==> src/sep_pkg.sv <==
// Constants, types and field layout for the serial EEPROM port.
// Assumes a single 250 MHz clock domain for the register side.
package sep_pkg;
  // ******************************
  // Register map
  // ******************************
  localparam logic [7:0] SEP_CTRL_ADDR = 8'h90;
  localparam logic [2:0] SEP_CTL_RESET = 3'h7;
  localparam logic [4:0] SEP_UNUSED_RD = 5'h00;
  localparam logic [7:0] SEP_RD_ZERO   = 8'h00;

  // ******************************
  // Memory and serial framing
  // ******************************
  localparam int         SEP_MEM_BYTES  = 128;
  localparam int         SEP_PAGE_BYTES = 8;
  localparam logic [3:0] SEP_DEV_CODE   = 4'hA;  // Arbitrary value
  localparam logic [3:0] SEP_BITS_BYTE  = 4'h8;
  localparam logic [3:0] SEP_BIT_ACK    = 4'h8;
  localparam logic [3:0] SEP_BIT_END    = 4'h9;
  localparam logic [3:0] SEP_BIT_ONE    = 4'h1;
  localparam logic [2:0] SEP_LOW_ONE    = 3'h1;

  // ******************************
  // Timing
  // ******************************
  localparam longint SEP_CLK_MHZ  = 250;
  localparam longint SEP_WRITE_NS = 5000000;
  localparam int     SEP_WRITE_CYCLES = int'((SEP_WRITE_NS * SEP_CLK_MHZ + 999) / 1000);

  // ******************************
  // Types
  // ******************************
  typedef struct packed {
    logic eeprom_clock_bit;
    logic eeprom_data_bit;
    logic eeprom_power_bit;
  } sep_ctl_t;

  typedef enum logic [2:0] {
    SEP_IDLE   = 3'b000,
    SEP_CTRL   = 3'b001,
    SEP_ADDR   = 3'b010,
    SEP_DATA   = 3'b011,
    SEP_IGNORE = 3'b100
  } sep_state_t;
endpackage : sep_pkg

==> src/sep_top.sv <==
// Port control register at 90h and the on-chip two-wire EEPROM behind it.
// Assumes the bench resolves the open-drain data wire and returns both wire levels.
`timescale 1ns/1ps
`default_nettype none
module sep_top #(
  parameter int WRITE_CYCLES = sep_pkg::SEP_WRITE_CYCLES
) (
  // Clock and reset
  input  wire logic       clock,
  input  wire logic       rst,
  input  wire logic       ce,
  // Processor register access
  input  wire logic [7:0] reg_addr,
  input  wire logic       reg_wr,
  input  wire logic [7:0] reg_wdata,
  input  wire logic       reg_rd,
  output var  logic [7:0] reg_rdata,
  // Two-wire bus
  output var  logic       ee_scl_o,
  output var  logic       ee_scl_oe_n,
  output var  logic       ee_sda_o,
  output var  logic       ee_sda_oe_n,
  input  wire logic       ee_scl_i,
  input  wire logic       ee_sda_i,
  // Status
  output var  logic       ee_busy
);
  import sep_pkg::*;

  // ******************************
  // Port control register
  // ******************************
  sep_ctl_t   ctl_q;
  logic [7:0] rdata_q;
  logic       scl_o_q, scl_oe_n_q, sda_o_q, sda_oe_n_q;
  logic       ack_q, busy_q;

  wire        hit    = reg_addr == SEP_CTRL_ADDR;
  wire        pwr    = ctl_q.eeprom_power_bit;
  wire  [7:0] rd_val = pwr ? {SEP_UNUSED_RD, ctl_q} : SEP_RD_ZERO;
  wire        sda_lo = !ctl_q.eeprom_data_bit || ack_q;

  always_ff @(posedge clock or posedge rst) begin
    if (rst) begin
      ctl_q   <= sep_ctl_t'(SEP_CTL_RESET);
      rdata_q <= SEP_RD_ZERO;
    end else if (ce) begin
      if (reg_wr && hit) ctl_q <= sep_ctl_t'(reg_wdata[2:0]);
      if (reg_rd) rdata_q <= hit ? rd_val : SEP_RD_ZERO;
    end
  end

  // Pin drivers: clock push-pull, data open-drain shared with the acknowledge
  always_ff @(posedge clock or posedge rst) begin
    if (rst) begin
      scl_o_q    <= 1'b1;
      scl_oe_n_q <= 1'b1;
      sda_o_q    <= 1'b0;
      sda_oe_n_q <= 1'b1;
    end else if (ce) begin
      scl_o_q    <= ctl_q.eeprom_clock_bit;
      scl_oe_n_q <= !pwr;
      sda_o_q    <= 1'b0;
      sda_oe_n_q <= !(pwr && sda_lo);
    end
  end

  assign reg_rdata   = rdata_q;
  assign ee_scl_o    = scl_o_q;
  assign ee_scl_oe_n = scl_oe_n_q;
  assign ee_sda_o    = sda_o_q;
  assign ee_sda_oe_n = sda_oe_n_q;
  assign ee_busy     = busy_q;

  // ******************************
  // Wire synchronisers
  // ******************************
  logic [2:0] scl_s_q, sda_s_q;
  logic       scl_f_q, sda_f_q;

  wire scl_f_d = (scl_s_q[1] == scl_s_q[2]) ? scl_s_q[2] : scl_f_q;
  wire sda_f_d = (sda_s_q[1] == sda_s_q[2]) ? sda_s_q[2] : sda_f_q;

  always_ff @(posedge clock or posedge rst) begin
    if (rst) begin
      scl_s_q <= 3'h7;
      sda_s_q <= 3'h7;
      scl_f_q <= 1'b1;
      sda_f_q <= 1'b1;
    end else if (ce) begin
      scl_s_q <= {scl_s_q[1:0], ee_scl_i};
      sda_s_q <= {sda_s_q[1:0], ee_sda_i};
      scl_f_q <= scl_f_d;
      sda_f_q <= sda_f_d;
    end
  end

  // ******************************
  // Serial receiver
  // ******************************
  sep_state_t state_q;
  logic [3:0] bit_q;
  logic [7:0] shift_q;
  logic [7:0] ptr_q;
  logic [SEP_PAGE_BYTES-1:0] valid_q;
  logic [7:0] buf_q [SEP_PAGE_BYTES];
  logic [7:0] mem_q [SEP_MEM_BYTES];
  logic [31:0] wc_q;

  wire scl_rise  = scl_f_d && !scl_f_q;
  wire scl_fall  = !scl_f_d && scl_f_q;
  wire start     = scl_f_q && scl_f_d && sda_f_q && !sda_f_d;
  wire stop      = scl_f_q && scl_f_d && !sda_f_q && sda_f_d;
  wire ctrl_ok   = shift_q[7:4] == SEP_DEV_CODE && !shift_q[0] && !busy_q;
  wire ack_dec   = (state_q == SEP_CTRL) ? ctrl_ok
                 : (state_q == SEP_ADDR || state_q == SEP_DATA) && !busy_q;
  wire ack_begin = scl_fall && bit_q == SEP_BIT_ACK;
  wire byte_done = scl_fall && bit_q == SEP_BIT_END;
  wire commit    = pwr && stop && state_q == SEP_DATA && (|valid_q);
  wire wc_last   = wc_q == 32'(WRITE_CYCLES - 1);

  always_ff @(posedge clock or posedge rst) begin
    if (rst) begin
      state_q <= SEP_IDLE;
      bit_q   <= '0;
      shift_q <= '0;
      ack_q   <= 1'b0;
      ptr_q   <= '0;
    end else if (ce) begin
      if (!pwr || stop) begin
        state_q <= SEP_IDLE;
        bit_q   <= '0;
        ack_q   <= 1'b0;
      end else if (start) begin
        state_q <= SEP_CTRL;
        bit_q   <= '0;
        ack_q   <= 1'b0;
      end else if (scl_rise) begin
        if (bit_q < SEP_BITS_BYTE) shift_q <= {shift_q[6:0], sda_f_q};
        if (bit_q < SEP_BIT_END) bit_q <= bit_q + SEP_BIT_ONE;
      end else if (ack_begin) begin
        ack_q <= ack_dec;
      end else if (byte_done) begin
        ack_q <= 1'b0;
        bit_q <= '0;
        unique case (state_q)
          SEP_CTRL:   state_q <= ack_q ? SEP_ADDR : SEP_IGNORE;
          SEP_ADDR: begin
            state_q <= SEP_DATA;
            ptr_q   <= shift_q;
          end
          SEP_DATA:   ptr_q <= {ptr_q[7:3], ptr_q[2:0] + SEP_LOW_ONE};
          SEP_IDLE, SEP_IGNORE: state_q <= state_q;
          default:    state_q <= SEP_IDLE;
        endcase
      end
    end
  end

  // Page buffer: newest byte in a slot wins
  always_ff @(posedge clock or posedge rst) begin
    if (rst) begin
      valid_q <= '0;
    end else if (ce) begin
      if (start || !pwr) valid_q <= '0;
      else if (byte_done && state_q == SEP_DATA) valid_q[ptr_q[2:0]] <= 1'b1;
      else if (commit) valid_q <= '0;
    end
  end

  always_ff @(posedge clock) begin
    if (ce && byte_done && state_q == SEP_DATA) buf_q[ptr_q[2:0]] <= shift_q;
  end

  // Commit buffered bytes into the page picked by the upper pointer bits
  always_ff @(posedge clock) begin
    if (ce && commit) begin
      for (int i = 0; i < SEP_PAGE_BYTES; i++) begin
        if (valid_q[i]) mem_q[{ptr_q[6:3], 3'(i)}] <= buf_q[i];
      end
    end
  end

  // ******************************
  // Self-timed write cycle
  // ******************************
  always_ff @(posedge clock or posedge rst) begin
    if (rst) begin
      busy_q <= 1'b0;
      wc_q   <= '0;
    end else if (ce) begin
      if (!pwr) begin
        busy_q <= 1'b0;
      end else if (commit) begin
        busy_q <= 1'b1;
        wc_q   <= '0;
      end else if (busy_q) begin
        if (wc_last) busy_q <= 1'b0;
        else wc_q <= wc_q + 32'h1;
      end
    end
  end

  // ******************************
  // Assertions
  // ******************************
  a_upper_zero: assert property (@(posedge clock) disable iff (rst)
    reg_rdata[7:3] == SEP_UNUSED_RD) else $error("upper bits not zero");
  a_off_readback: assert property (@(posedge clock) disable iff (rst)
    ce && reg_rd && hit && !pwr |=> reg_rdata == SEP_RD_ZERO) else $error("off readback");
  a_off_tristate: assert property (@(posedge clock) disable iff (rst)
    ce && !pwr |=> ee_sda_oe_n && ee_scl_oe_n) else $error("pins not released");
  a_data_low: assert property (@(posedge clock) disable iff (rst)
    ce && pwr && !ctl_q.eeprom_data_bit |=> !ee_sda_oe_n) else $error("data not low");
  a_reg_write: assert property (@(posedge clock) disable iff (rst)
    ce && reg_wr && hit |=> ctl_q == $past(reg_wdata[2:0])) else $error("write lost");
  a_busy_noack: assert property (@(posedge clock) disable iff (rst)
    busy_q && $past(busy_q) |-> !ack_q) else $error("ack while busy");
  a_stop_commit: assert property (@(posedge clock) disable iff (rst)
    ce && commit |=> busy_q && valid_q == '0) else $error("stop did not commit");
  a_addr_load: assert property (@(posedge clock) disable iff (rst)
    ce && byte_done && !start && !stop && pwr && state_q == SEP_ADDR
    |=> ptr_q == $past(shift_q) && state_q == SEP_DATA) else $error("address not loaded");
  a_page_wrap: assert property (@(posedge clock) disable iff (rst)
    ce && byte_done && !start && !stop && pwr && state_q == SEP_DATA
    |=> ptr_q[7:3] == $past(ptr_q[7:3]) && ptr_q[2:0] == $past(ptr_q[2:0]) + SEP_LOW_ONE)
    else $error("pointer step wrong");
  a_ctrl_ack: assert property (@(posedge clock) disable iff (rst)
    ce && ack_begin && !start && !stop && pwr && state_q == SEP_CTRL && ctrl_ok
    |=> ack_q ##1 !sda_oe_n_q) else $error("control byte not acked");
  a_mem_commit: assert property (@(posedge clock) disable iff (rst)
    ce && commit && valid_q[0] |=> mem_q[{ptr_q[6:3], 3'h0}] == $past(buf_q[0]))
    else $error("page byte not stored");

  c_write_cycle: cover property (@(posedge clock) disable iff (rst) commit ##1 busy_q);
  c_poll_nack: cover property (@(posedge clock) disable iff (rst)
    busy_q && ack_begin && state_q == SEP_CTRL);
  c_page_wrap: cover property (@(posedge clock) disable iff (rst)
    byte_done && state_q == SEP_DATA && ptr_q[2:0] == 3'h7);
endmodule : sep_top
`default_nettype wire

==> config.mk <==
export PLATFORM = sky130hd
export DESIGN_NAME = sep_top
export DESIGN_NICKNAME = d
export VERILOG_FILES = /design/src/sep_pkg.sv /design/src/sep_top.sv
export SDC_FILE = /design/constraint.sdc
export NUM_CORES = 1
export LEC_CHECK = 0
export ABC_AREA = 0
export CORE_MARGIN = 2
export CORE_UTILIZATION = 58
export DETAILED_ROUTE_END_ITERATION = 8
export DONT_BUFFER_PORTS = 1
export GPL_TIMING_DRIVEN = 1
export PLACE_DENSITY = 0.72
export SLEW_MARGIN = 20
export SYNTH_ARGS = -nofsm -noshare
export SYNTH_HDL_FRONTEND = slang
export SYNTH_SLANG_ARGS = --single-unit
==> constraint.sdc <==
create_clock -name clock -period 3.3 [get_ports clock]
set_clock_uncertainty 0.1 [all_clocks]
set_input_delay 0 -clock clock [delete_from_list [all_inputs] [get_ports clock]]
set_output_delay 0 -clock clock [all_outputs]
set_load 0.02 [all_outputs]
======== Yosys cells after proc, flatten, opt, wreduce, memory -nomap -nowiden ========
Index checks and enable logic that the tools add are counted.
word-level totals
  input bits .............................. 23
  output and inout port bits .............. 13
  logic and storage cells ................. 134
  register bits ........................... 82
operators by class
  bitwise operators ....................... 5
  order comparisons ....................... 4
  mux-type cells .......................... 36
  equality and inequality tests ........... 17
  reductions and logical operators ........ 50
  $add $sub $neg .......................... 3
operator list
  cell                   number
  $mux 32                3
  $add 32x1->32 const B  1
  $eq 32x21->1 const B   1
  $mux 3                 8
  $mux 4                 6
  $mux 8                 3
  $logic_and 1x1->1      19
  $mux 1                 13
  $eq 4x4->1 const B     3
  $reduce_and 5->1       2
  $logic_not 1->1        9
  $pmux 3 s3             1
  $eq 8x8->1 const B     1
  $lt 4x4->1 const B     2
  $or 8x8->8             1
  $reduce_and 4->1       2
  $reduce_bool 4->1      2
  $reduce_or 8->1        1
  $reduce_and 7->1       1
  $eq 3x2->1 const B     2
  $ne 3x1->1 const B     2
  $pmux 3 s2             1
  $reduce_and 2->1       3
  $reduce_bool 3->1      2
  other kinds (18)       26

======== Depth between registers and ports, before layout ========
  word-level depth ........................ 11
  gate-level depth with buffers ........... 8
  gate-level depth less buffers ........... 8

======== Least setup slack after synthesis ========
No wires, ideal clock.
  path kind ............................... register to register
  from .................................... register scl_s_q[1]
  to ...................................... register wc_q[27]
  arrival time ............................ 2.426 ns
  library setup time ...................... 0.078 ns
  cell stages (with the launch flop) ...... 8
  slack ................................... 0.696 ns
  required time ........................... 3.122 ns
  cell sequence ........................... dfstp_2 > o21ai_2 > or3_1 > buf_2 > or4_4 > and3_4 > or4_1 > a21oi_1
between the ends
  cells in the longest elaborated chain, start to end .. 10
ends and longest elaborated chain
  element                                                           line            text
  start: declaration                                                sep_top.sv:78   logic [2:0] scl_s_q, sda_s_q;
  start signal: assignment                                          sep_top.sv:91   scl_s_q <= {scl_s_q[1:0], ee_scl_i};
  $eq 1x1->1 *                                                      sep_top.sv:81   wire scl_f_d = (scl_s_q[1] == scl_s_q[2]) ? scl_s_q[2] : scl_f_q;
  $mux 1 *                                                          sep_top.sv:81
  $logic_and 1x1->1 * (3 in series)                                 sep_top.sv:113  wire stop = scl_f_q && scl_f_d && !sda_f_q && sda_f_d;
  $logic_and 1x1->1 * (3 in series)                                 sep_top.sv:119  wire commit = pwr && stop && state_q == SEP_DATA && (|valid_q);
  $ne 2x2->1 (no source line) or $reduce_bool 2->1 (tied branches)  n/a
  $reduce_and 4->1 (no source line)                                 n/a
  end signal: assignment                                            sep_top.sv:199  else wc_q <= wc_q + 32'h1;
  end: declaration                                                  sep_top.sv:108  logic [31:0] wc_q;
Every way passes the cells marked *; elsewhere a longest branch is shown, timed or not.
A chain may end at the register's enable or synchronous reset.

======== Final worst setup path ========
  from .................................... input ce
  to ...................................... register wc_q[27]
between the ends
  cells in the longest elaborated chain, start to end .. 1
ends and longest elaborated chain
  element                            line           text
  start: declaration                 sep_top.sv:11  input wire logic ce,
  $reduce_and 4->1 (no source line)  n/a
No other way between the ends.

==> impl_metrics.ini <==
[run_status]
status = finished, final reports clean

[setup_path]
critPathTopFamily = simple AND/OR/NAND/NOR gates
reg2reg_from = scl_s_q[1]$_DFFE_PP1P_
slowest_delay_ns = 1.11
crit_required_ns = 3.47
crit_start = ce
cp_slowest_cell = dlygate4sd3_1
path_max_fanout = 24
r2r_end = wc_q[27]$_DFFE_PP0P_
crit_path_end_kind = register
critical_path_class = in -> reg
crit_path_cell_trace = dlygate4sd3_1, nand2_1, or4_4, and3_4, or4_1, a21oi_1
reg2reg_depth = 6
crit_buf_inv = 1
cp_num_cells = 6
endpoint = wc_q[27]$_DFFE_PP0P_
critPathLaunchType = primary input
worstPathArrival_ns = 3.11
reg2reg_slack_ns = 0.44

[clock_network]
clk_path_buf_depth = 2
cts_root_buf = clkbuf_8
htreeDepth = 3
numCtsBuffers = 9
post_cts_buffers = 0
cts_tree = yes
path_clk_slew_ns = 0.09
cts.sinks = 77
clock_latency_ns = 0.35

[sta]
relSlewSlack = 0.418
hold_viol = 0
fmax_ghz = 0.340
finalCritPeriodShare = 0.890
fin_crit_ns = 2.94
rsz0062_at_grt = false
worst_slew_pin_slew_ns = 0.871
setup_violations = 0
finalMaxSlewViolations = 0
setup_tns_ns = 0

[global_route]
grt_overflow_total = 0
grt_pass1_vias = 3115
grt.total_usage = 0.243
antenna_found_initial = 0
grt_pass1_wl_um = 14700
grt_max_degree = 54

[routing]
drc = 0
detail-route-antenna-nets = 0
drtIter0Drc = 228
wirelength_um = 8420
drt_first_pass_iters = 5
dr_total_vias = 3223
vias_per_cell = 6.21
wl_per_cell_um = 16.2

[die]
ios = 36
die_area_um2 = 7600
die_x_um = 87.2
initial_core_util = 0.594
die_h_um = 87.2
core_area_um2 = 6760
core.rowCount = 30

[logic_synthesis]
synth_top_area_share = 0.393
synth_edf_count = 0
synth_top_family_by_area = simple AND/OR/NAND/NOR gates
synthTopCellsByArea = dfrtp_1, dfstp_2, mux2_2
synth.distinct_cells = 51
synth_area_per_cell_um2 = 9.67
ys_ff_latch = 77
netlist_area_um2 = 4010
yosysTopAreaCell = dfrtp_1
synth_ff_type = dfrtp_1
synth.mux.area_fraction = 0.0611
synth_fa_ha_area_frac = 0.0156
yosys.area_share.simple = 0.230
synthXorXnorAreaFrac = 0.0371
netlist_instances = 415
yosys_warnings = 0
async_flop_share = 1.00
synth_compound_area_frac = 0.133
ys_seq_area_frac = 0.485

[finish]
syn_to_final_growth_pct = 11.0
antennaDiodeCount = 0
n_fill_cell = 504
drive_gt1_frac = 0.164
nets = 462
final_util = 0.659

[placement]
hpwlAfterDp_um = 5660
routabilityCongestion = 0.802
port_buffers = 0

[power_and_ir_drop]
p_per_area_nw_per_um2 = 404
ir_drop_mv = 0.238
p_leak_nw = 1.89

[min_path]
hold_path.class = in -> async

[flow_run]
maxCapViolations = 0
## how the worst min path moves through the flow
stage | from | end | depth (start not counted)
floorplan | reg_wdata[1] | ctl_q[1]$_DFFE_PP1P_ | 1
global placement | rst | valid_q[1]$_DFFE_PP0P_ | 1
detailed placement | rst | reg_rdata[0]$_DFFE_PP0P_ | 1
CTS | rst | reg_rdata[0]$_DFFE_PP0P_ | 2
global route | rst | reg_rdata[2]$_DFFE_PP0P_ | 2
finish | rst | reg_rdata[0]$_DFFE_PP0P_ | 2
## stage by stage
step                      hold slack (ns)  total power [mW]  setup WS, ns  cell area, um^2  cells
after global placement             -0.145              1.12         0.524             4120    488
after global routing               0.0945              1.88         0.224             4450    519
after floorplan                    0.0522              1.10         0.696             4030    420
after detailed placement           -0.130              1.12         0.487             4120    488
after CTS                          0.0629              1.81         0.397             4450    519
final                              0.0471              1.80         0.362             4450    519
## power breakdown
group          switching, mW  total, mW  internal (mW)
sequential            0.0325       1.02          0.983
combinational         0.0575      0.104         0.0464
clock                  0.391      0.682          0.291
total                  0.481       1.80           1.32
## worst reg2reg max path, stage by stage (launching register included)
cell and delay [ns]:
dfstp_2 0.61, o21ai_2 0.08, or3_1 0.36, or4_4 0.64
and3_4 0.31, or4_1 0.51, a21oi_1 0.16
## metal layers
metal	up-vias	GRT usage	part of all wire
li1	1533	-	-
met1	1585	0.363	0.49
met2	96	0.353	0.45
met3	9	0.0569	0.054
met4	0	0.0769	0.0088
met5	-	0	0
## kinds of logic (layout without fill, tap and decap cells)
| kind of cell | count (synthesis) | in the layout |
|---|---|---|
| AOI/OAI and AO/OA | 87 | 87 |
| xor gates and xnor gates | 17 | 17 |
| adders and majority gates | 5 | 5 |
| buffers and inverters | 34 | 53 |
| DFF | 77 | 77 |
| muxes | 22 | 22 |
| other | 1 | 6 |
| and+or+nand+nor | 172 | 172 |
## Yosys cell counts (all sizes together) (12+ instances only)
master,n
dfrtp,63
o21ai,20
inv,12
nand4,12
mux2,20
a31oi,22
clkbuf,13
nor2,46
xnor2,17
nand2,29
dfstp,14
a21oi,24
nand3,20
## final cells by class
cell class	instances	area, um^2	share of cell area
Clock buffer	9	124	0.0278
Multi-Input combinational cell	309	1940	0.436
Timing Repair Buffer	25	238	0.0534
Sequential cell	77	1940	0.437
Clock inverter	7	61.3	0.0138
Inverter	12	45.0	0.0101
Tap cell	80	100	0.0225
## flip-flops by register name (all words and copies together), names as in the netlist
signal	cells
valid_q	8
state_q	3
sda_f_q	1
scl_s_q	3
ee_scl_o	1
ee_sda_oe_n	1
ee_busy	1
ptr_q	3
wc_q	32
ack_q	1
reg_rdata	3
sda_s_q	3
ee_scl_oe_n	1
ctl_q	2
pwr	1
scl_f_q	1
shift_q	8
bit_q	4
## placed cells by master, fill, tap and decap left out, types with 3 or more instances in the layout
cell type and n:
xnor2_1 17, o21ai_0 18, nor2_1 46, a31o_2 4, nand2_1 29, nand4_1 12, nand2b_1 9, a21oi_1 24
inv_6 4, or3_1 6, or4_1 3, nor2b_1 3, dfrtp_1 63, o31ai_1 4, nand3_1 20, nor4_1 8
clkbuf_8 9, and2_1 4, a21o_1 3, mux2_2 20, dlygate4sd3_1 15, ha_1 5, dfstp_2 14, inv_1 11
buf_4 9, and3_1 5, conb_1 6, nor3_1 5, nor4b_1 4, a31oi_1 22, and4_1 4
## repair_timing
action	CTS	global route
resized for setup	0	0
hold buffers	15	0
hold endpoints to repair	98	0
Note: power is estimated with default switching activity, not from simulation.
